[src/spd_params.svh]
// Purpose: constants for shared bidirectional port d
// Assumes: axi4-lite byte addresses, one 32-bit word per register
// Notes:   offsets, field positions, widths, reset values and response codes only
`ifndef SPD_PARAMS_SVH
`define SPD_PARAMS_SVH

// ****************************************
// register offsets (byte addresses)
// ****************************************
`define SPD_OFF_PIN_LEVELS   8'h00
`define SPD_OFF_DIRECTION    8'h04
`define SPD_OFF_OUT_LATCH    8'h08
`define SPD_OFF_MEM_CTRL     8'h0c
`define SPD_OFF_PAR_CTRL     8'h10
`define SPD_OFF_PORTA_LATCH  8'h14
`define SPD_OFF_STATUS       8'h18

// ****************************************
// field positions
// ****************************************
`define SPD_BIT_EXT_BUS_DIS  7
`define SPD_BIT_PAR_MODE     4
`define SPD_BIT_PULLUP_EN    7
`define SPD_BIT_STAT_LARGE   8

// ****************************************
// widths, masks, reset values and response codes
// ****************************************
`define SPD_W_LARGE          8
`define SPD_W_SMALL          3
`define SPD_MASK_SMALL       8'h07
`define SPD_MASK_LARGE       8'hff
`define SPD_RST_DIRECTION    8'hff
`define SPD_RST_OUT_LATCH    8'h00
`define SPD_RST_MEM_CTRL     8'h80
`define SPD_RST_PAR_CTRL     8'h00
`define SPD_RST_PORTA_LATCH  8'h00
`define SPD_RESP_OKAY        2'b00
`define SPD_RESP_SLVERR      2'b10

`endif

[src/spd_pkg.sv]
// Purpose: types for shared bidirectional port d
// Assumes: spd_params.svh holds every number
// Notes:   driver source order after SPD_SRC_NONE is the pin priority order
package spd_pkg;

  typedef logic [7:0] spd_byte_t;

  typedef enum logic [2:0] {
    SPD_SRC_NONE,
    SPD_SRC_EMI,
    SPD_SRC_PSP,
    SPD_SRC_PWM,
    SPD_SRC_LATCH
  } spd_src_t;

endpackage

[src/spd_mux_if.sv]
// Purpose: carrier between port d register block and pin selector
// Assumes: one clock domain, purely combinational selector
// Notes:   no clocking block
`timescale 1ns/10ps
interface spd_mux_if;
  import spd_pkg::*;

  spd_byte_t direction;
  spd_byte_t out_latch;
  spd_byte_t width_mask;
  logic      emi_active;
  logic      emi_drive;
  spd_byte_t emi_addr_data;
  logic      psp_active;
  logic      psp_read;
  logic      pwm_route;
  logic      pwm_level;
  logic      pwm_tristate;
  logic      pullup_req;
  spd_byte_t next_pin_out;
  spd_byte_t next_pin_oe;
  spd_byte_t next_pin_pullup;

  modport regs (
    output direction, out_latch, width_mask, emi_active, emi_drive, emi_addr_data,
    output psp_active, psp_read, pwm_route, pwm_level, pwm_tristate, pullup_req,
    input  next_pin_out, next_pin_oe, next_pin_pullup
  );
  modport sel (
    input  direction, out_latch, width_mask, emi_active, emi_drive, emi_addr_data,
    input  psp_active, psp_read, pwm_route, pwm_level, pwm_tristate, pullup_req,
    output next_pin_out, next_pin_oe, next_pin_pullup
  );
endinterface

[src/spd_pin_mux.sv]
// Purpose: per-pin driver selection for port d
// Assumes: controls already qualified by package size and bus disable
// Notes:   pwm channel b is wired to pin 0 only
`timescale 1ns/10ps
module spd_pin_mux
  import spd_pkg::*;
(
  spd_mux_if.sel m // controls in, pin drive out
);

  // ****************************************
  // driver source per pin
  // ****************************************
  function automatic spd_src_t spd_pick(input logic is_pin0, input logic dir_bit);
    if (m.emi_active) begin
      spd_pick = SPD_SRC_EMI;
    end else if (m.psp_active) begin
      spd_pick = SPD_SRC_PSP;
    end else if (is_pin0 && m.pwm_route) begin
      spd_pick = SPD_SRC_PWM;
    end else if (!dir_bit) begin
      spd_pick = SPD_SRC_LATCH;
    end else begin
      spd_pick = SPD_SRC_NONE;
    end
  endfunction

  always_comb begin
    spd_src_t s;
    s = SPD_SRC_NONE;
    m.next_pin_out    = 8'h00;
    m.next_pin_oe     = 8'h00;
    m.next_pin_pullup = 8'h00;
    for (int i = 0; i < 8; i++) begin
      s = spd_pick(i == 0, m.direction[i]);
      unique case (s)
        SPD_SRC_EMI: begin
          m.next_pin_out[i] = m.emi_addr_data[i];
          m.next_pin_oe[i]  = m.emi_drive;
        end
        SPD_SRC_PSP: begin
          m.next_pin_out[i] = m.out_latch[i];
          m.next_pin_oe[i]  = m.psp_read;
        end
        SPD_SRC_PWM: begin
          m.next_pin_out[i] = m.pwm_level;
          m.next_pin_oe[i]  = !m.pwm_tristate;
        end
        SPD_SRC_LATCH: begin
          m.next_pin_out[i] = m.out_latch[i];
          m.next_pin_oe[i]  = 1'b1;
        end
        SPD_SRC_NONE: begin
          m.next_pin_out[i] = 1'b0;
          m.next_pin_oe[i]  = 1'b0;
        end
      endcase
      // pull-up only on an undriven pin set as input
      m.next_pin_pullup[i] = m.pullup_req && m.direction[i] && !m.next_pin_oe[i];
    end
    // pins absent on the small package stay quiet
    m.next_pin_out    = m.next_pin_out & m.width_mask;
    m.next_pin_oe     = m.next_pin_oe & m.width_mask;
    m.next_pin_pullup = m.next_pin_pullup & m.width_mask;
  end

endmodule

[src/spd_port.sv]
// Purpose: shared bidirectional port d with axi4-lite registers
// Assumes: pin, bus and peripheral inputs synchronous to aclk
// Notes:   package size strap is caught on the first edge after reset release
//
// Chosen here: the AXI4-Lite slave port and the register offsets.
`timescale 1ns/10ps
`include "spd_params.svh"

// Contract
// - port is 3 bits on small packages, 8 bits on the large one
// - direction bit 1 makes the pin an input, driver off
// - direction bit 0 drives the pin from its output latch bit
// - latch register reads return latch values; writes update the latch
// - pin level register reads return the live pin levels
// - any reset makes every pin a digital input
// - large package: port functions only while bus-disable bit 7 is set
// - memory interface enabled: pins carry low address/data byte, direction overridden
// - one shared pull-up enable, bit 7 of port a latch, covers all pins
// - pull-up is forced off on any pin configured as output
// - every reset clears the shared pull-up enable
// - large package: parallel mode bit 4 makes an 8-bit slave port
// - parallel port beats other pin functions; memory interface beats it
// - parallel mode: read data from latch, write data from pin, direction ignored
// - routed pwm output overrides port data and may tri-state on shutdown
module spd_port
  import spd_pkg::*;
(
  input  wire logic        aclk,            // system clock
  input  wire logic        aresetn,         // synchronous reset, active low
  input  wire logic        large_package,   // strap: 1 = 8-pin port variant
  input  wire logic [7:0]  pin_in,          // pin levels
  output logic      [7:0]  pin_out,         // pin drive value
  output logic      [7:0]  pin_oe,          // pin drive enable, 1 = driving
  output logic      [7:0]  pin_pullup,      // weak pull-up enable per pin
  input  wire logic        emi_drive,       // memory bus output phase
  input  wire logic [7:0]  emi_addr_data,   // memory bus low byte out
  output logic      [7:0]  emi_data_in,     // memory bus low byte in
  output logic             emi_active,      // memory bus owns the pins
  input  wire logic        psp_read,        // parallel host reading
  output logic      [7:0]  psp_write_data,  // parallel host write byte
  output logic             psp_active,      // parallel slave port owns the pins
  input  wire logic        pwm_route,       // pwm channel b routed to pin 0
  input  wire logic        pwm_level,       // pwm channel b level
  input  wire logic        pwm_tristate,    // pwm shutdown tri-state
  input  wire logic [7:0]  s_axi_awaddr,    // write address
  input  wire logic        s_axi_awvalid,   // write address valid
  output logic             s_axi_awready,   // write address ready
  input  wire logic [31:0] s_axi_wdata,     // write data
  input  wire logic [3:0]  s_axi_wstrb,     // write strobes
  input  wire logic        s_axi_wvalid,    // write data valid
  output logic             s_axi_wready,    // write data ready
  output logic      [1:0]  s_axi_bresp,     // write response
  output logic             s_axi_bvalid,    // write response valid
  input  wire logic        s_axi_bready,    // write response ready
  input  wire logic [7:0]  s_axi_araddr,    // read address
  input  wire logic        s_axi_arvalid,   // read address valid
  output logic             s_axi_arready,   // read address ready
  output logic      [31:0] s_axi_rdata,     // read data
  output logic      [1:0]  s_axi_rresp,     // read response
  output logic             s_axi_rvalid,    // read data valid
  input  wire logic        s_axi_rready     // read data ready
);

  // ****************************************
  // state
  // ****************************************
  spd_byte_t   direction;
  spd_byte_t   out_latch;
  spd_byte_t   mem_ctrl;
  spd_byte_t   par_ctrl;
  spd_byte_t   porta_latch;
  logic        is_large;
  logic        strap_taken;
  logic        aw_held;
  logic [7:0]  aw_addr;
  logic        w_held;
  logic [31:0] w_data;
  logic [3:0]  w_strb;
  spd_byte_t   width_mask;
  logic        next_emi_active;
  logic        next_psp_active;
  logic        do_write;

  spd_mux_if mux_bus ();

  function automatic logic spd_mapped(input logic [7:0] a);
    spd_mapped = (a == `SPD_OFF_PIN_LEVELS) || (a == `SPD_OFF_DIRECTION) ||
                 (a == `SPD_OFF_OUT_LATCH) || (a == `SPD_OFF_MEM_CTRL) ||
                 (a == `SPD_OFF_PAR_CTRL) || (a == `SPD_OFF_PORTA_LATCH) ||
                 (a == `SPD_OFF_STATUS);
  endfunction

  // every writable register sits in byte lane 0; upper lanes are dropped
  function automatic logic spd_wr_hit(input logic [7:0] off);
    spd_wr_hit = do_write && w_strb[0] && (aw_addr == off);
  endfunction

  // ****************************************
  // package size strap
  // ****************************************
  // caught by a clocked process after release, never loaded by reset itself
  // a strap that moves later is ignored until the next reset
  always_ff @(posedge aclk) begin
    if (!aresetn) begin
      strap_taken <= 1'b0;
      is_large    <= 1'b0;
    end else if (!strap_taken) begin
      strap_taken <= 1'b1;
      is_large    <= large_package;
    end
  end

  assign width_mask = is_large ? `SPD_MASK_LARGE : `SPD_MASK_SMALL;

  // bus and parallel port exist only on the large package
  assign next_emi_active = is_large && !mem_ctrl[`SPD_BIT_EXT_BUS_DIS];
  assign next_psp_active = is_large && mem_ctrl[`SPD_BIT_EXT_BUS_DIS] &&
                           par_ctrl[`SPD_BIT_PAR_MODE];

  // ****************************************
  // selector hookup
  // ****************************************
  assign mux_bus.direction     = direction;
  assign mux_bus.out_latch     = out_latch;
  assign mux_bus.width_mask    = width_mask;
  assign mux_bus.emi_active    = next_emi_active;
  assign mux_bus.emi_drive     = emi_drive;
  assign mux_bus.emi_addr_data = emi_addr_data;
  assign mux_bus.psp_active    = next_psp_active;
  assign mux_bus.psp_read      = psp_read;
  assign mux_bus.pwm_route     = pwm_route;
  assign mux_bus.pwm_level     = pwm_level;
  assign mux_bus.pwm_tristate  = pwm_tristate;
  assign mux_bus.pullup_req    = porta_latch[`SPD_BIT_PULLUP_EN];

  spd_pin_mux u_pin_mux (
    .m (mux_bus.sel)
  );

  // ****************************************
  // registered pin side
  // ****************************************
  // one register stage: every pin change lands one edge after its cause
  always_ff @(posedge aclk) begin
    if (!aresetn) begin
      pin_out    <= 8'h00;
      pin_oe     <= 8'h00;
      pin_pullup <= 8'h00;
      emi_active <= 1'b0;
      psp_active <= 1'b0;
    end else begin
      pin_out    <= mux_bus.next_pin_out;
      pin_oe     <= mux_bus.next_pin_oe;
      pin_pullup <= mux_bus.next_pin_pullup;
      emi_active <= next_emi_active;
      psp_active <= next_psp_active;
    end
  end

  always_ff @(posedge aclk) begin
    if (!aresetn) begin
      emi_data_in    <= 8'h00;
      psp_write_data <= 8'h00;
    end else begin
      emi_data_in    <= pin_in & width_mask;
      psp_write_data <= pin_in & width_mask;
    end
  end

  // ****************************************
  // axi4-lite write channel
  // ****************************************
  // address and data park separately, in either order, until both are in
  assign do_write = aw_held && w_held && !s_axi_bvalid;

  always_ff @(posedge aclk) begin
    if (!aresetn) begin
      aw_held <= 1'b0;
      aw_addr <= 8'h00;
    end else if (s_axi_awvalid && s_axi_awready) begin
      aw_held <= 1'b1;
      aw_addr <= s_axi_awaddr;
    end else if (do_write) begin
      aw_held <= 1'b0;
    end
  end

  always_ff @(posedge aclk) begin
    if (!aresetn) begin
      w_held <= 1'b0;
      w_data <= 32'h0000_0000;
      w_strb <= 4'h0;
    end else if (s_axi_wvalid && s_axi_wready) begin
      w_held <= 1'b1;
      w_data <= s_axi_wdata;
      w_strb <= s_axi_wstrb;
    end else if (do_write) begin
      w_held <= 1'b0;
    end
  end

  always_ff @(posedge aclk) begin
    if (!aresetn) begin
      s_axi_awready <= 1'b0;
      s_axi_wready  <= 1'b0;
    end else begin
      // low on the taking edge so a held valid is never taken twice
      s_axi_awready <= !aw_held && !(s_axi_awvalid && s_axi_awready);
      s_axi_wready  <= !w_held && !(s_axi_wvalid && s_axi_wready);
    end
  end

  always_ff @(posedge aclk) begin
    if (!aresetn) begin
      s_axi_bvalid <= 1'b0;
      s_axi_bresp  <= `SPD_RESP_OKAY;
    end else if (do_write) begin
      s_axi_bvalid <= 1'b1;
      s_axi_bresp  <= spd_mapped(aw_addr) ? `SPD_RESP_OKAY : `SPD_RESP_SLVERR;
    end else if (s_axi_bready) begin
      s_axi_bvalid <= 1'b0;
    end
  end

  // ****************************************
  // control registers
  // ****************************************
  // writing the pin level register lands in the latch, as on a real port
  always_ff @(posedge aclk) begin
    if (!aresetn) begin
      out_latch <= `SPD_RST_OUT_LATCH;
    end else if (spd_wr_hit(`SPD_OFF_OUT_LATCH) || spd_wr_hit(`SPD_OFF_PIN_LEVELS)) begin
      out_latch <= w_data[7:0] & width_mask;
    end
  end

  always_ff @(posedge aclk) begin
    if (!aresetn) begin
      direction <= `SPD_RST_DIRECTION;
    end else if (spd_wr_hit(`SPD_OFF_DIRECTION)) begin
      direction <= w_data[7:0] | ~width_mask; // absent pins stay inputs
    end
  end

  always_ff @(posedge aclk) begin
    if (!aresetn) begin
      // bus starts disabled so the pins come up as plain inputs
      mem_ctrl <= `SPD_RST_MEM_CTRL;
    end else if (spd_wr_hit(`SPD_OFF_MEM_CTRL)) begin
      mem_ctrl <= w_data[7:0];
    end
  end

  always_ff @(posedge aclk) begin
    if (!aresetn) begin
      par_ctrl <= `SPD_RST_PAR_CTRL;
    end else if (spd_wr_hit(`SPD_OFF_PAR_CTRL)) begin
      par_ctrl <= w_data[7:0];
    end
  end

  always_ff @(posedge aclk) begin
    if (!aresetn) begin
      porta_latch <= `SPD_RST_PORTA_LATCH;
    end else if (spd_wr_hit(`SPD_OFF_PORTA_LATCH)) begin
      porta_latch <= w_data[7:0];
    end
  end

  // ****************************************
  // axi4-lite read channel
  // ****************************************
  always_ff @(posedge aclk) begin
    if (!aresetn) begin
      s_axi_arready <= 1'b0;
    end else begin
      s_axi_arready <= !s_axi_rvalid && !(s_axi_arvalid && s_axi_arready);
    end
  end

  always_ff @(posedge aclk) begin
    if (!aresetn) begin
      s_axi_rvalid <= 1'b0;
      s_axi_rdata  <= 32'h0000_0000;
      s_axi_rresp  <= `SPD_RESP_OKAY;
    end else if (s_axi_arvalid && s_axi_arready) begin
      s_axi_rvalid <= 1'b1;
      s_axi_rresp  <= spd_mapped(s_axi_araddr) ? `SPD_RESP_OKAY : `SPD_RESP_SLVERR;
      // status shows the drive enables as registered, one edge behind the selector
      unique case (s_axi_araddr)
        `SPD_OFF_PIN_LEVELS:  s_axi_rdata <= {24'h00_0000, pin_in & width_mask};
        `SPD_OFF_DIRECTION:   s_axi_rdata <= {24'h00_0000, direction};
        `SPD_OFF_OUT_LATCH:   s_axi_rdata <= {24'h00_0000, out_latch};
        `SPD_OFF_MEM_CTRL:    s_axi_rdata <= {24'h00_0000, mem_ctrl};
        `SPD_OFF_PAR_CTRL:    s_axi_rdata <= {24'h00_0000, par_ctrl};
        `SPD_OFF_PORTA_LATCH: s_axi_rdata <= {24'h00_0000, porta_latch};
        `SPD_OFF_STATUS:      s_axi_rdata <= {23'h0, is_large, pin_oe};
        default:              s_axi_rdata <= 32'h0000_0000;
      endcase
    end else if (s_axi_rready) begin
      s_axi_rvalid <= 1'b0;
    end
  end

endmodule

[config.mk]
export PLATFORM = sky130hd
export DESIGN_NAME = spd_port
export DESIGN_NICKNAME = d
export VERILOG_FILES = /design/src/spd_pkg.sv /design/src/spd_mux_if.sv /design/src/spd_pin_mux.sv /design/src/spd_port.sv
export VERILOG_INCLUDE_DIRS = /design/src
export SDC_FILE = /design/constraint.sdc
export NUM_CORES = 1
export LEC_CHECK = 0
export ABC_AREA = 1
export BUFFER_PORTS_ARGS = -buffer_cell sky130_fd_sc_hd__clkbuf_2
export CAP_MARGIN = 20
export CELL_PAD_IN_SITES_DETAIL_PLACEMENT = 1
export CELL_PAD_IN_SITES_GLOBAL_PLACEMENT = 1
export CORE_UTILIZATION = 38
export CTS_CLUSTER_SIZE = 12
export DETAILED_ROUTE_END_ITERATION = 8
export PLACE_DENSITY_LB_ADDON = 0.1
export SETUP_SLACK_MARGIN = 0.2
export SYNTH_ARGS = -nofsm -noshare
export SYNTH_HDL_FRONTEND = slang
export SYNTH_SLANG_ARGS = --single-unit
[constraint.sdc]
create_clock -name aclk -period 1.9 [get_ports aclk]
set_input_delay 0.38 -clock aclk [delete_from_list [all_inputs] [get_ports aclk]]
set_output_delay 0.38 -clock aclk [all_outputs]
set_load 0.02 [all_outputs]
Word-level counts from Yosys, hierarchy flattened
Index checks and enable logic that the tools add are counted.
- register bits: 136
- bits of input ports: 81
- output and inout bits: 83
- eq/ne operators: 44
- mux-type cells: 53
- bitwise gates (word level): 7
- reductions and logical operators: 86
- operators by type and width (cell ; count):
    $mux 3 ; 25
    $pmux 9 s7 ; 1
    $eq 3x2->1 const B ; 16
    $eq 8x5->1 const B ; 6
    $and 8x8->8 ; 5
    $pmux 1 s5 ; 8
    $logic_and 1x1->1 ; 34
    $eq 8x4->1 const B ; 4
    $pmux 1 s4 ; 8
    $eq 3x1->1 const B ; 8
    $eq 3x3->1 const B ; 8
    $logic_not 3->1 ; 8
    $logic_not 1->1 ; 17
    $eq 8x3->1 const B ; 2
    $logic_not 8->1 ; 2
    $reduce_or 2->1 ; 8
    $logic_or 1x1->1 ; 13
    $mux 1 ; 8
    $mux 8 ; 1
    $not 8->8 ; 1
    $or 8x8->8 ; 1
    $reduce_bool 2->1 ; 4
    $mux 2 ; 2

Depth between registers and ports, before layout
Gate-level depths: netlist of run 1.
- word-level depth: 9
- mapped depth: 10

By module
Synthesis of run 1 repeated with hierarchy kept, for this count alone.
- cells, all modules: 733
- area total of the unflattened synthesis: 5087.4 µm²
- modules (own cells, without submodules) (module ; instances ; cells each ; area an instance (µm²)):
    spd_port ; 1 ; 625 ; 4606.9
    spd_pin_mux ; 1 ; 108 ; 480.5

Worst setup path after synthesis of run 1
Ideal clock, no wire load.
- path kind: input -> register
- from: input s_axi_araddr[0]
- to: register s_axi_rdata[0]
- library setup time: 59 ps
- arrival: 1202 ps
- required time: 1841 ps
- slack: 638 ps
- cell stages on the path: 9
- buffers on the path: 0
- cell sequence: inv_1 -> nand2_4 -> nor2_2 -> nand2_4 -> nor2_1 -> nor2_1 -> nand2_1 -> nand2_1 -> nand2_1
- longest elaborated chain between the ends: 2
- RTL lines (item ; RTL line ; RTL):
    start: declaration ; spd_port.sv:55 ; input wire logic [7:0] s_axi_araddr,
    $eq 8x5->1, or another cell as far along ; spd_port.sv:290 ; unique case (s_axi_araddr)
    $pmux 9 s7 (*) ; spd_port.sv:290 ;
    end signal: assignment ; spd_port.sv:291 ; `SPD_OFF_PIN_LEVELS: s_axi_rdata <= {24'h00_0000, pin_in & width_mask};
    end signal: assignment ; spd_port.sv:292 ; `SPD_OFF_DIRECTION: s_axi_rdata <= {24'h00_0000, direction};
    end signal: assignment ; spd_port.sv:293 ; `SPD_OFF_OUT_LATCH: s_axi_rdata <= {24'h00_0000, out_latch};
    end: declaration ; spd_port.sv:58 ; output logic [31:0] s_axi_rdata,
Mark *: on every way between the ends. The rest lies on a longest branch, timed or not.
A chain may end at the register's enable or synchronous reset.

Worst setup path after layout of run 1
- from: register aw_addr[7]
- to: register out_latch[5] (netlist: mux_bus.out_latch[5])
- longest elaborated chain between the ends: 3
- RTL lines (item ; RTL line ; RTL):
    start: declaration ; spd_port.sv:75 ; logic [7:0] aw_addr;
    start signal: assignment ; spd_port.sv:182 ; aw_addr <= s_axi_awaddr;
    $eq 8x4->1 or $logic_not 8->1 (tied branches) ; spd_port.sv:95 ; spd_wr_hit = do_write && w_strb[0] && (aw_addr == off);
    $logic_and 1x1->1 ; spd_port.sv:95 ;
    $logic_or 1x1->1 (*) ; spd_port.sv:232 ; end else if (spd_wr_hit(`SPD_OFF_OUT_LATCH) || spd_wr_hit(`SPD_OFF_PIN_LEVELS)) begin
    end signal: assignment ; spd_port.sv:231 ; out_latch <= `SPD_RST_OUT_LATCH;
    end signal: assignment ; spd_port.sv:233 ; out_latch <= w_data[7:0] & width_mask;
    end: declaration ; spd_port.sv:68 ; spd_byte_t out_latch;
Marks and branches as above.

==> results of run 1 <==
-- worst max-delay path, cell delays in order, from the launching register on --
cell and delay, ns:
dfxtp_1 0.34, nor3_4 0.29, nand3_1 0.11, inv_1 0.11, nand2_2 0.16, inv_2 0.19
nand2_1 0.09, nand2_1 0.06, nor2_1 0.04
-- power groups by stage --
| stage | Clock, mW | Sequential, mW | Combinational (mW) |
|---|---|---|---|
| 5_1_grt | 2.59 | 2.44 | 0.452 |
| 4_1_cts | 2.49 | 2.43 | 0.407 |
| 6_report | 2.45 | 2.44 | 0.403 |
| 3_5_place_dp | 0 | 2.49 | 0.404 |
| 2_1_floorplan | 0 | 2.49 | 0.286 |
| 3_3_place_gp | 0 | 2.49 | 0.395 |
-- area by class of cell --
| cell class | instances | area [µm²] | share of cell area |
|---|---|---|---|
| Tap cell | 172 | 215.2 | 0.03630 |
| Clock buffer | 10 | 239.0 | 0.04031 |
| Timing Repair Buffer | 124 | 665.6 | 0.1123 |
| Clock inverter | 6 | 155.1 | 0.02617 |
| Multi-Input combinational cell | 478 | 2243 | 0.3784 |
| Inverter | 49 | 187.7 | 0.03166 |
| Sequential cell | 111 | 2222 | 0.3748 |
-- placed cells by master (no fill, tap or decap), types with 2 or more instances in the layout --
master	synthesis	layout
dfxtp_1	111	111
clkinv_2	1	2
nor3_4	2	2
nand2_1	131	131
nor2_4	5	5
clkbuf_16	0	9
o21ai_1	1	2
nand3_1	58	57
a21oi_1	20	20
nand3_2	1	2
nor3_1	7	7
buf_4	36	12
nor2_1	127	127
nand2_4	4	4
clkbuf_2	0	111
o211ai_1	6	6
a221oi_1	2	2
a31oi_1	3	3
bufinv_16	0	5
o21ai_2	3	3
nand2_2	10	10
inv_2	5	5
and3b_1	3	3
o211ai_2	2	2
o21ai_0	55	54
inv_1	42	42
nor2_2	6	6
conb_1	1	25
-- per-stage QoR --
step / instance area (µm²) / power (mW) / hold WS (ns) / setup WS [ns] / util
after global placement: 5529 / 2.881 / 0.4106 / 0.3069 / 0.4381
after floorplan: 4992 / 2.775 / 0.4041 / 0.6384 / -
after global routing: 5928 / 5.488 / 0.2353 / 0.2228 / 0.4698
after CTS: 5923 / 5.329 / 0.2153 / 0.3568 / 0.4694
after detailed placement: 5529 / 2.893 / 0.4195 / 0.2776 / 0.4381
final: 5928 / 5.289 / 0.2220 / 0.3962 / 0.4698
-- metal layers --
metal	wire, µm	GRT usage	vias up	share of wire
met2	6991	0.3860	118	0.48
met5	0	0	-	0
met1	6737	0.2974	2159	0.46
li1	-	-	2292	-
met3	587	0.03661	14	0.040
met4	186	0.07879	0	0.013
-- how the worst min path moves through the flow --
stage                     startpoint         end  slack (ns)  cells after the start
floorplan                strap_taken    is_large        0.40                      1
global placement         strap_taken    is_large        0.41                      1
detailed placement       strap_taken    is_large        0.42                      1
CTS                 emi_addr_data[4]  pin_out[4]        0.22                      3
global route        emi_addr_data[4]  pin_out[4]        0.24                      3
finish              emi_addr_data[4]  pin_out[4]        0.22                      3
-- cells by family after synthesis --
family | after synthesis
AOI/OAI and AO/OA | 93
DFF | 111
and+or+nand+nor | 360
other | 1
buffers and inverters | 101
==> results, run 1 <==
- The instance count after placement with tap cells included is 934.
- For this design, the CTS-stage hold fixing added 0 buffers.
- The sort of element at the start of the critical path is a flip-flop.
- Counting flops with an async set or reset pin after synthesis yields a share of 0.
- VDD sags by at most 462.7 µV.
- The part of the power in combinational logic is 0.076.
- STA classifies the critical path endpoint as a flip-flop.
- Counting flops per register, the top entry is s_axi_rdata.
- The startpoint of the worst setup timing path is aw_addr[7].
- The total count of hold-check failures in the final report is 0.
- 0 antenna diodes ended up in the layout.
- The time the worst path needs with I/O delays and setup is 1.504 ns.
- Summed over all layers, the routed wires come to 14.50 mm.
- The reg-to-reg endpoint is mux_bus.out_latch[5].
- The type of the worst setup path is flip-flop to flip-flop.
- In this run, the number of DRC markers left after iteration 0 of detailed routing was 132.
- Of the total power, the share spent switching nets is 0.2257.
- Static timing analysis puts the maximum clock frequency at 665.0 MHz.
- The top-area cell type share of the netlist area is 0.4533.
- The total global routing overflow is 0.
- Data on the critical path arrives at its endpoint at 1.75 ns.
- The share of total power dissipated in the clock network is 0.463.
- In this run the critical register-to-register path is launched from aw_addr[7].
- The total die area is 13360 µm².
- The number of buffers inserted by port buffering is 111.
- The source-to-sink clock delay at the later pin of the worst-skew pair is 0.35 ns.
- At the end of the flow, the number of nets in the layout was 854.
- The compound-cell area share of the yosys netlist is 0.1062.
- The number of library cell types mapped by synthesis is 36.
- The largest family of logic cells by synthesized area is simple AND/OR/NAND/NOR gates.
- Of the total synthesized cell area, the portion taken by XOR and XNOR cells is 0.
- The register with the most flip-flops in the layout has 9 of them.
- Setup total negative slack on the finished layout was measured at 0 ns.
- The number of synthesized flops with an enable pin is 0.
- The period utilization is 0.7915.
- The post-detailed-route wirelength per cell is 15.27 µm.
- The flop and latch count out of synthesis is 111.
- The effective utilization at floorplan is 0.3885.
- The number of buffers created by CTS is 9.
- The power per cell area is 892.1 nW/µm².
- The worst path required time is 2.15 ns.
- In the routed design, unresolved DRC markers number 0.
- The floorplan die height is 115.6 µm.
- The worst-path maximum fanout is 9.
- The setup skew after layout is 0.009604 ns.
- In this run the standard cell core region covers 12620 µm².
- In the routed layout, each cell is associated on average with a via count of 4.824.
- The clock tree from TritonCTS is done.
- Sorting the synthesized cells by how often they occur yields nand2_1 (131), nor2_1 (127), dfxtp_1 (111), nand3_1 (58), o21ai_0 (55).
- The last element of the critical path is mux_bus.out_latch[5].
- In this run the worst hold path is classified as primary input to flip-flop.
- Entering global routing, the biggest net connects 43 pins.
- In this run the post-CTS setup repair buffer count came out at 0.
- The number of placement rows is 41.
- The total of max-cap violations is 0.
- Setup repair after global routing left no endpoint under its margin.
- Detailed placement ended at an HPWL of 10.97 mm.
- The CTS clock-pin slew for the worst setup and hold paths is 0.07 ns.
- Of the total synthesized cell area, the portion taken by AND, OR, NAND and NOR gates is 0.3313.
- In the post-synthesis netlist, the cell with the most instances is nand2_1.
- After the flow finishes, the layout carries non-filler instances totaling 950.
- Of the total synthesized cell area, the portion taken by full adders, half adders and majority gates is 0.
- The initial antenna violation count is 0.
- Of the cells placed in the final design, the portion with a size suffix greater than 1 is 0.2365.
- The final setup violation count is 0.
- The number of max-slew violations in the final report came to 0.
- The count of nets left with antenna violations once routing finished came out at 0.
- The minimum setup slack among reg-to-reg paths is 0.40 ns.
- The yosys synthesis warning count is 0.
- The average footprint of a synthesized cell is 7.361 µm².
- Compared with the post-synthesis result, the final layout area differs by 20.93%.
- For this design the top-level I/O count stands at 164.
- The number of global-route vias before repair is 4598.
- In this run the power spent charging and discharging nets is 1.193 mW.
- The clock tree buffer depth is 2.
- Among all flip-flop cells after synthesis, the most frequent one is dfxtp_1.
- The internal power is 4.095 mW.
- The flow ran to the end, and the final reports show no timing, DRC or antenna violations.
- Of the post-synthesis cell area, the part taken by muxes is 0.
- Yosys attributes the largest share of cell area to dfxtp_1 (45%), nand2_1 (10%), nor2_1 (9.7%), nand3_1 (5.9%), o21ai_0 (5.6%).
- The library cell used as clock root buffer is clkbuf_16.
- The floorplan step set the die width to 115.6 µm.
- The total routing resource utilization after global routing is 0.2290.
- The routed layout has 4583 vias.
- The global-route wire length before repair is 23.21 mm.
- The number of H-tree branching levels is 3.
- The total clock sinks is 111.
- The count of filler cells inserted in the layout is 1658.
- The part of the Yosys area used for sequential elements is 0.4533.
- The congestion estimate from routability-driven global placement came to 0.7921.
- The pre-antenna-repair detailed-routing pass consisted of 4 iterations.
- Counting every instance in the synthesized netlist gives 666.
- The post-synthesis instance area is 4902 µm².
- The sequential share of power is 0.460.
- The post-synthesis cell type with the largest combined area is dfxtp_1.
- Summed over all cells, the static leakage comes to 2.959 nW.
- The post-cts gate resize count is 0.
- The worst register-to-register path has a depth of 8.
(Power assumes the default switching activity.)
==> run 2, diff against run 1 <==
--- a/config.mk
+++ b/config.mk
@@ -11,7 +11,7 @@
 export CAP_MARGIN = 20
 export CELL_PAD_IN_SITES_DETAIL_PLACEMENT = 1
 export CELL_PAD_IN_SITES_GLOBAL_PLACEMENT = 1
-export CORE_UTILIZATION = 38
+export CORE_UTILIZATION = 35
 export CTS_CLUSTER_SIZE = 12
 export DETAILED_ROUTE_END_ITERATION = 8
 export PLACE_DENSITY_LB_ADDON = 0.1
==> constraint.sdc (replaced) <==
create_clock -name aclk -period 1.5 [get_ports aclk]
set_input_delay 0.3 -clock aclk [delete_from_list [all_inputs] [get_ports aclk]]
set_output_delay 0.3 -clock aclk [all_outputs]
set_load 0.02 [all_outputs]
==> run 2 against run 1 <==
Net effect:
- first-iteration DRC count increased by 33%
- cell count increased by 2.1%
- critical path type unchanged
- die area increased by 8.4%
- worst hold slack got worse by 0.086 ns
- clock power about the same
- global-route usage decreased by 1.3 points
- critical path depth decreased by 1
- largest power group is now sequential cells
- sequential cell count unchanged
- non-clock buffer count increased by 15
==> results, run 2 (synthesis gave the netlist of run 1 again) <==
- The floorplan die height is 120.4 µm.
- The wire length on met1 is 7.086 mm.
- The worst path required time is 1.79 ns.
- The sort of element at the start of the critical path is a flip-flop.
- The instance count after placement with tap cells included is 948.
- The total clock sinks is 111.
- Timing would allow up to 711.0 MHz.
- Across all register-to-register paths, the minimum setup slack is 0.09 ns.
- The detailed-routed wire length on met2 is 7.300 mm.
- For this block, the via count after detailed routing is 4640.
- The total global routing overflow is 0.
- The number of standard cells in the final layout excluding fillers is 970.
- Once layout is complete, the utilization of the core stands at 0.4648.
- In the layout the commonest cells are nand2_1 (124), nor2_1 (112), clkbuf_2 (111), dfxtp_1 (103), nand3_1 (57).
- On the critical path the largest part of the delay comes from simple AND/OR/NAND/NOR gates.
- The setup skew after layout is 0.007331 ns.
- The H-tree was split into 3 levels.
- The horizontal extent of the die is 120.4 µm.
- The library cell used as clock root buffer is clkbuf_16.
- The area of the core region is 13450 µm².
- After detailed routing, the number of vias per cell comes to 4.784.
- The largest register by flop count is s_axi_rdata.
- The number of buffers and inverters on the critical path is 1.
- The number of diodes added for antenna fixing is 0.
- The number of max-slew violations in the final report is 0.
- The part of the power in combinational logic is 0.097.
- Setup repair after global routing could not meet its margin everywhere.
- The number of buffers inserted by port buffering is 111.
- The critical path goes through nor3_4 > nand2_2 > nor2_4 > nand2_4 > clkinv_8 > nor2_2 > nor2_1.
- The number of primary I/O pins is 164.
- The total count of hold-check failures in the final report was 0.
- For this run, the total global-route usage over all layers was measured as 0.2162.
- The register with the most flip-flops in the layout has 9 of them.
- The post-detailed-route wirelength per cell is 15.74 µm.
- On the critical path, the stage with the largest delay is an instance of dfxtp_2.
- Power comes to 6.104 mW.
- The share of final-layout standard cells stronger than drive strength 1 is 0.3086.
- Adding up every negative setup slack in the final design gives 0 ns.
- After detailed routing, the met3 layer carries 737 µm of wire.
- The global-route wire length before repair is 23.77 mm.
- VDD sags by at most 762.9 µV.
- The effective utilization at floorplan is 0.3644.
- The initial antenna violation count is 0.
- The highest metal layer with signal wires is met4.
- Of the total power, the share spent switching nets is 0.2539.
- The largest net degree at the start of global routing is 58.
- The first routing iteration left 176 violations.
- The global placer's final weighted congestion is 0.8073.
- The sequential share of power is 0.507.
- The internal power is 4.554 mW.
- The endpoint arrival time on the critical path is 1.70 ns.
- The worst setup path is of the flip-flop to flip-flop kind.
- The kind of capture point of the worst setup path is a flip-flop.
- The floorplan has 42 rows.
- The tool flagged a number of max-cap violations equal to 0.
- TritonCTS created 9 clock buffers.
- The analysis attributes to net switching a power of 1.550 mW.
- In this run the worst hold path is classified as primary input to flip-flop.
- The number of global-route vias before repair was 4614.
- The final setup violation count is 0.
- The total iterations of the first detailed-routing run is 4.
- The minimum hold slack is 0.1363 ns.
- The clock reaches the later pin of the worst-skew pair after 0.36 ns.
- Leaving out fill and tap cells, the most frequent cell in the layout is nand2_1.
- The power per cell area is 976.2 nW/µm².
- The period utilization is 0.9377.
- After detailed routing, the number of remaining DRC violations is 0.
- The final wirelength is 15.27 mm.
- The worst-path maximum fanout is 8.
- TritonCTS built the clock tree.
- The routed design could run at a clock period as short as 1.407 ns.
- The flow ran to the end, and the final reports show no timing, DRC or antenna violations.
- The clock tree buffer depth is 2.
- Summed over all cells, the static leakage comes to 3.130 nW.
- From synthesis to final layout, the design area changed by 27.54%.
- At the end of the flow, the number of nets in the layout was 870.
- After clock tree synthesis, the clock-pin slew on the worst setup and hold paths is 0.07 ns.
- The final antenna-violating net count is 0.
- The die covers 14480 µm².
- The share of total power dissipated in the clock network is 0.397.
- Detailed placement finished with a half-perimeter wire length of 11.29 mm.
- For this run, the slowest stage of the critical path takes 0.34 ns.
-- run 2: changes by cell type in the layout (fill, tap and decap cells not counted), sizes merged --
cell      previous run  this run
inv                 48        47
clkinvlp             0         1
nand2              145       146
clkinv               2         4
buf                 13        28
bufinv               5         1
clkbuf             121       123
-- run 2: power groups by stage --
stage	clock [mW]	combinational, mW	sequential, mW
6_report	2.42	0.589	3.09
5_1_grt	2.60	0.649	3.10
4_1_cts	2.48	0.560	3.09
3_5_place_dp	0	0.537	3.15
3_3_place_gp	0	0.524	3.15
2_1_floorplan	0	0.363	3.15
-- run 2: worst paths after layout --
kind	depth (start not counted)	startpoint	end
worst max register to register	7	aw_addr[5]	par_ctrl[6]
worst min register to register	1	strap_taken	is_large
worst max-delay path	7	aw_addr[5]	par_ctrl[6]
worst min-delay path	3	emi_addr_data[7]	pin_out[7]
-- run 2: worst min-delay path, cell delays in order --
cell and delay [ns]:
clkbuf_2 0.08, nand2_1 0.04, nand2_1 0.05
-- run 2: final cells by class --
class,instances,area (µm²)
clock buffers,12,246.5
clock inverters,4,45.04
multi-input cells,479,2431
inverters,49,220.2
well taps,176,220.2
flip-flops and latches,111,2237
fillers,1725,7201
repair buffers,139,852.1
-- run 2: what timing repair did --
item                                    CTS  global route
cloned                                    0             1
hold buffers                              0             0
endpoints found under the setup margin   61            68
buffers inserted                          2             3
hold endpoints to repair                  0             0
pin swaps                                 9            21
gates resized for setup                  33            70
-- run 2: metrics by stage --
| stage | worst slack (ns) | instance area, µm² |
|---|---|---|
| after floorplan | 0.2616 | 4992 |
| after global placement | -0.1136 | 5672 |
| after detailed placement | -0.1221 | 5672 |
| after CTS | 0.09097 | 6050 |
| after global routing | 0.02425 | 6252 |
| final | 0.09348 | 6252 |
-- run 2: layer usage --
metal,vias to the layer above,track usage
li1,2329,-
met1,2170,0.2781
met2,129,0.3653
met3,12,0.04434
met4,0,0.06096
met5,-,0
==> run 3, diff against run 2 <==
--- a/config.mk
+++ b/config.mk
@@ -6,12 +6,11 @@
 export SDC_FILE = /design/constraint.sdc
 export NUM_CORES = 1
 export LEC_CHECK = 0
-export ABC_AREA = 1
 export BUFFER_PORTS_ARGS = -buffer_cell sky130_fd_sc_hd__clkbuf_2
 export CAP_MARGIN = 20
 export CELL_PAD_IN_SITES_DETAIL_PLACEMENT = 1
 export CELL_PAD_IN_SITES_GLOBAL_PLACEMENT = 1
-export CORE_UTILIZATION = 35
+export CORE_UTILIZATION = 37
 export CTS_CLUSTER_SIZE = 12
 export DETAILED_ROUTE_END_ITERATION = 8
 export PLACE_DENSITY_LB_ADDON = 0.1
==> run 3 against run 2 <==
Net effect:
- the flow now finishes with violations (negative setup slack)
- setup slack worse by 0.37 ns
- die area fell by 6.2%
- global-route usage up 0.86 points
- sequential share of layout area fell by 0.99 points
- fmax shrank 21%
- count of clock-buffer cells in the layout increased by 2
- cell count is 11% lower
- area after synthesis is 0.97% lower
- via count fell by 5.9%
- total power decreased by 0.82%
==> results, run 3 <==
- The count of buffers added on input and output ports is 111.
- After filler insertion, the fill cell instance count of the layout stands at 1550.
- Across the VDD grid, the largest voltage drop is 739.8 µV.
- The run finished, with violations left.
- The primary flip-flop cell chosen by synthesis mapping is dfxtp_1.
- The total count of hold-check failures in the final report came to 0.
- The number of buffers added to fix hold violations after cts is 0.
- By count the netlist is led by nand2_1 (115), dfxtp_1 (111), mux2i_1 (45), buf_4 (35), a21oi_1 (30).
- Setup repair after global routing could not meet its margin everywhere.
- The library cell used most frequently in the layout, excluding fill and tap cells, is nand2_1.
- The remaining routing DRC violations is 0.
- The share of final-layout standard cells stronger than drive strength 1 is 0.3482.
- The global-route wire length before repair is 22.90 mm.
- The H-tree was split into 3 levels.
- The setup skew after layout is 0.005736 ns.
- The power per cell area is 942.0 nW/µm².
- The post-synthesis instance area is 4855 µm².
- The finished cells cover 6426 µm².
- The worst register-to-register path ends at mux_bus.out_latch[3].
- The library cells used most frequently in the layout, excluding fill and tap cells, are nand2_1 (115), clkbuf_2 (110), dfxtp_1 (102), buf_4 (50), mux2i_1 (43).
- After the flow finishes, the layout carries non-filler instances totaling 867.
- The global placer's final weighted congestion is 0.7842.
- Using the TritonRoute via totals, the vias-per-cell ratio works out to 5.038.
- Traced cell by cell, the critical path runs through or4_4 > nor3_4 > nor3b_4 > buf_6 > mux2i_1.
- The total of max-cap violations is 0.
- Counting flops and latches in the post-synthesis netlist gives 111.
- The number of library cell types mapped by synthesis is 51.
- The minimum hold slack is 0.1529 ns.
- In this run the static leakage power is 2.784 nW.
- The worst hold path belongs to the class primary input to flip-flop.
- The total global routing overflow is 0.
- The worst path required time is 1.78 ns.
- The initial antenna violation count is 0.
- Of the synthesized area, sequential elements account for 0.4577.
- 0 antenna diodes ended up in the layout.
- The completed layout was analyzed and its total power is 6.054 mW.
- Ranked by total cell area, the synthesized netlist is headed by dfxtp_1 (46%), mux2i_1 (9.3%), nand2_1 (8.9%), buf_4 (5.4%), a21oi_1 (3.1%).
- The type of the worst setup path is flip-flop to flip-flop.
- The largest register by flop count is s_axi_rdata.
- The largest total area in the synthesized netlist belongs to dfxtp_1.
- The final antenna-violating net count is 0.
- The area of the core region is 12720 µm².
- The number of global-route vias before repair is 4458.
- Setup violations remaining at the end of the flow were counted as 40.
- Once routing completed, OpenROAD measured the worst setup slack at -0.2793 ns.
- The endpoint arrival time on the critical path is 2.06 ns.
- The critical hold path startpoint is pin_in[2].
- The total iterations of the first detailed-routing run is 4.
- For this configuration, the core starts out at a cell density of 0.3816.
- CTS saw 111 sinks.
- The share of flip-flops with an asynchronous set or reset is 0.
- Across all layers, the routed design uses 4368 vias.
- Summing all placed instances gives a cell area of 5847 µm².
- After detailed placement, the design holds a cell count of 846.
- The number of cells on the worst reg-to-reg path is 5.
- The library cell used as clock root buffer is clkbuf_16.
- For this run, the total global-route usage over all layers was measured as 0.2248.
- From left edge to right edge, the die measures 116.5 µm.
- The number of buffers and inverters on the critical path is 1.
- The sort of element at the start of the critical path is a flip-flop.
- The period utilization is 1.186.
- The gate count after technology mapping is 549.
- The number of primary I/O pins is 164.
- Static timing analysis puts the maximum clock frequency at 562.0 MHz.
- Entering global routing, the biggest net connects 63 pins.
- The clock tree buffer depth is 2.
- The CTS clock-pin slew for the worst setup and hold paths is 0.07 ns.
- Among cell families on the critical path, the largest total delay comes from simple AND/OR/NAND/NOR gates.
- The smallest clock period supported by the final layout is computed as 1.779 ns.
- After legalization and detailed placement, the total HPWL measured 10.92 mm.
- The worst min-delay path endpoint is psp_write_data[2].
- The path length in cells of the critical path is 5.
- Setup slack on the worst reg-to-reg path comes out at -0.28 ns.
- Yosys instantiated no cell more often than nand2_1.
- The average footprint of a synthesized cell is 8.843 µm².
- The yosys synthesis warning count is 0.
- The slowest stage of the critical path belongs to the cell or4_4.
- The number of placement rows is 41.
- The number of flip-flops in the largest register is 9.
- The total die area is 13580 µm².
- The clock tree from TritonCTS is done.
- The worst setup slack before clock tree synthesis is -0.3316 ns.
- The share of synthesized area in the top cell type comes to 0.4577.
- The layout net count is 771.
- For this run, the slowest stage of the critical path takes 0.56 ns.
- The worst setup path is captured at a flip-flop.
- Measured along the y axis, the die boundary spans 116.5 µm.
- For this block, the initial DRC count from the detailed router was 212.
- For the worst-skew pair, the clock arrives at the later sink with an insertion delay of 0.35 ns.
- The startpoint identified for the worst register-to-register timing path is aw_addr[0].
- The instance count along the most critical hold path is 2.
- Of all nets on the critical path, the largest fanout is 8.
- After detailed routing, the total wire length is 14.64 mm.
- The synthesized design contains 0 enable-type register cells.
- In this run, CTS created clock tree buffers numbering 9.
- The relative area change from synthesis to final layout is 32.37%.
- Dividing the detail-routed wire length by the instance count gives 16.89 µm.
- The number of max-slew violations in the final report is 0.
- The checks that failed: negative setup slack.
[run 3: changes by cell type in the layout (fill, tap and decap cells not counted), moves of 15 or more]
cell,previous run,this run
o21ai_0,30,5
nand3_1,57,11
mux2i_1,0,43
buf_4,19,50
and2_1,0,15
inv_1,39,8
nor2_1,112,21
[run 3: how the worst max path moves through the flow]
stage	startpoint	endpoint
detailed placement	aw_addr[0]	mux_bus.out_latch[7]
CTS	aw_addr[0]	mux_bus.out_latch[7]
global placement	aw_addr[0]	mux_bus.out_latch[6]
finish	aw_addr[0]	mux_bus.out_latch[3]
floorplan	aw_addr[0]	mux_bus.out_latch[0]
global route	aw_addr[0]	mux_bus.out_latch[7]
[run 3: cells by family after synthesis]
group | after synthesis | share of synthesized area
compound gates | 94 | 0.1263
simple gates | 220 | 0.2265
other cells | 1 | 0.0007725
flops | 111 | 0.4577
buf+inv | 75 | 0.08891
mux | 48 | 0.09974
[run 3: power breakdown]
| part | internal (mW) | total, mW | leakage, nW | switching [mW] |
|---|---|---|---|---|
| Sequential | 2.99 | 3.04 | 0.900 | 0.0411 |
| Combinational | 0.247 | 0.625 | 1.74 | 0.378 |
| Clock | 1.31 | 2.39 | 0.145 | 1.08 |
| Total | 4.55 | 6.05 | 2.78 | 1.50 |
[run 3: cell type report]
| cell class | count | area [µm²] | area share |
|---|---|---|---|
| inverters | 9 | 33.78 | 0.005257 |
| flip-flops and latches | 111 | 2236 | 0.3479 |
| repair buffers | 171 | 1097 | 0.1708 |
| multi-input cells | 388 | 2547 | 0.3964 |
| well taps | 172 | 215.2 | 0.03349 |
| clock inverters | 2 | 12.51 | 0.001947 |
| clock buffers | 14 | 284.0 | 0.04420 |
[run 3: repair_timing]
| action | 4_1_cts | 5_1_grt |
|---|---|---|
| resized for setup | 22 | 32 |
| gates cloned | 0 | 1 |
| setup buffers | 2 | 2 |
| pin swaps | 5 | 8 |
| setup endpoints to repair | 68 | 64 |
[run 3: metal layers]
| layer | routed length [µm] | vias up | GRT usage |
|---|---|---|---|
| met4 | 338 | 0 | 0.08186 |
| met2 | 7184 | 119 | 0.3779 |
| met1 | 6546 | 2100 | 0.2802 |
| met5 | 0 | - | 0 |
| met3 | 574 | 24 | 0.05345 |
| li1 | - | 2125 | - |
[run 3: stage by stage]
step | utilization | TNS, ns
after floorplan | - | -2.412
after global placement | 0.4596 | -7.678
after detailed placement | 0.4596 | -9.410
after CTS | 0.4906 | -7.645
after global routing | 0.5051 | -11.14
final | 0.5051 | -7.789
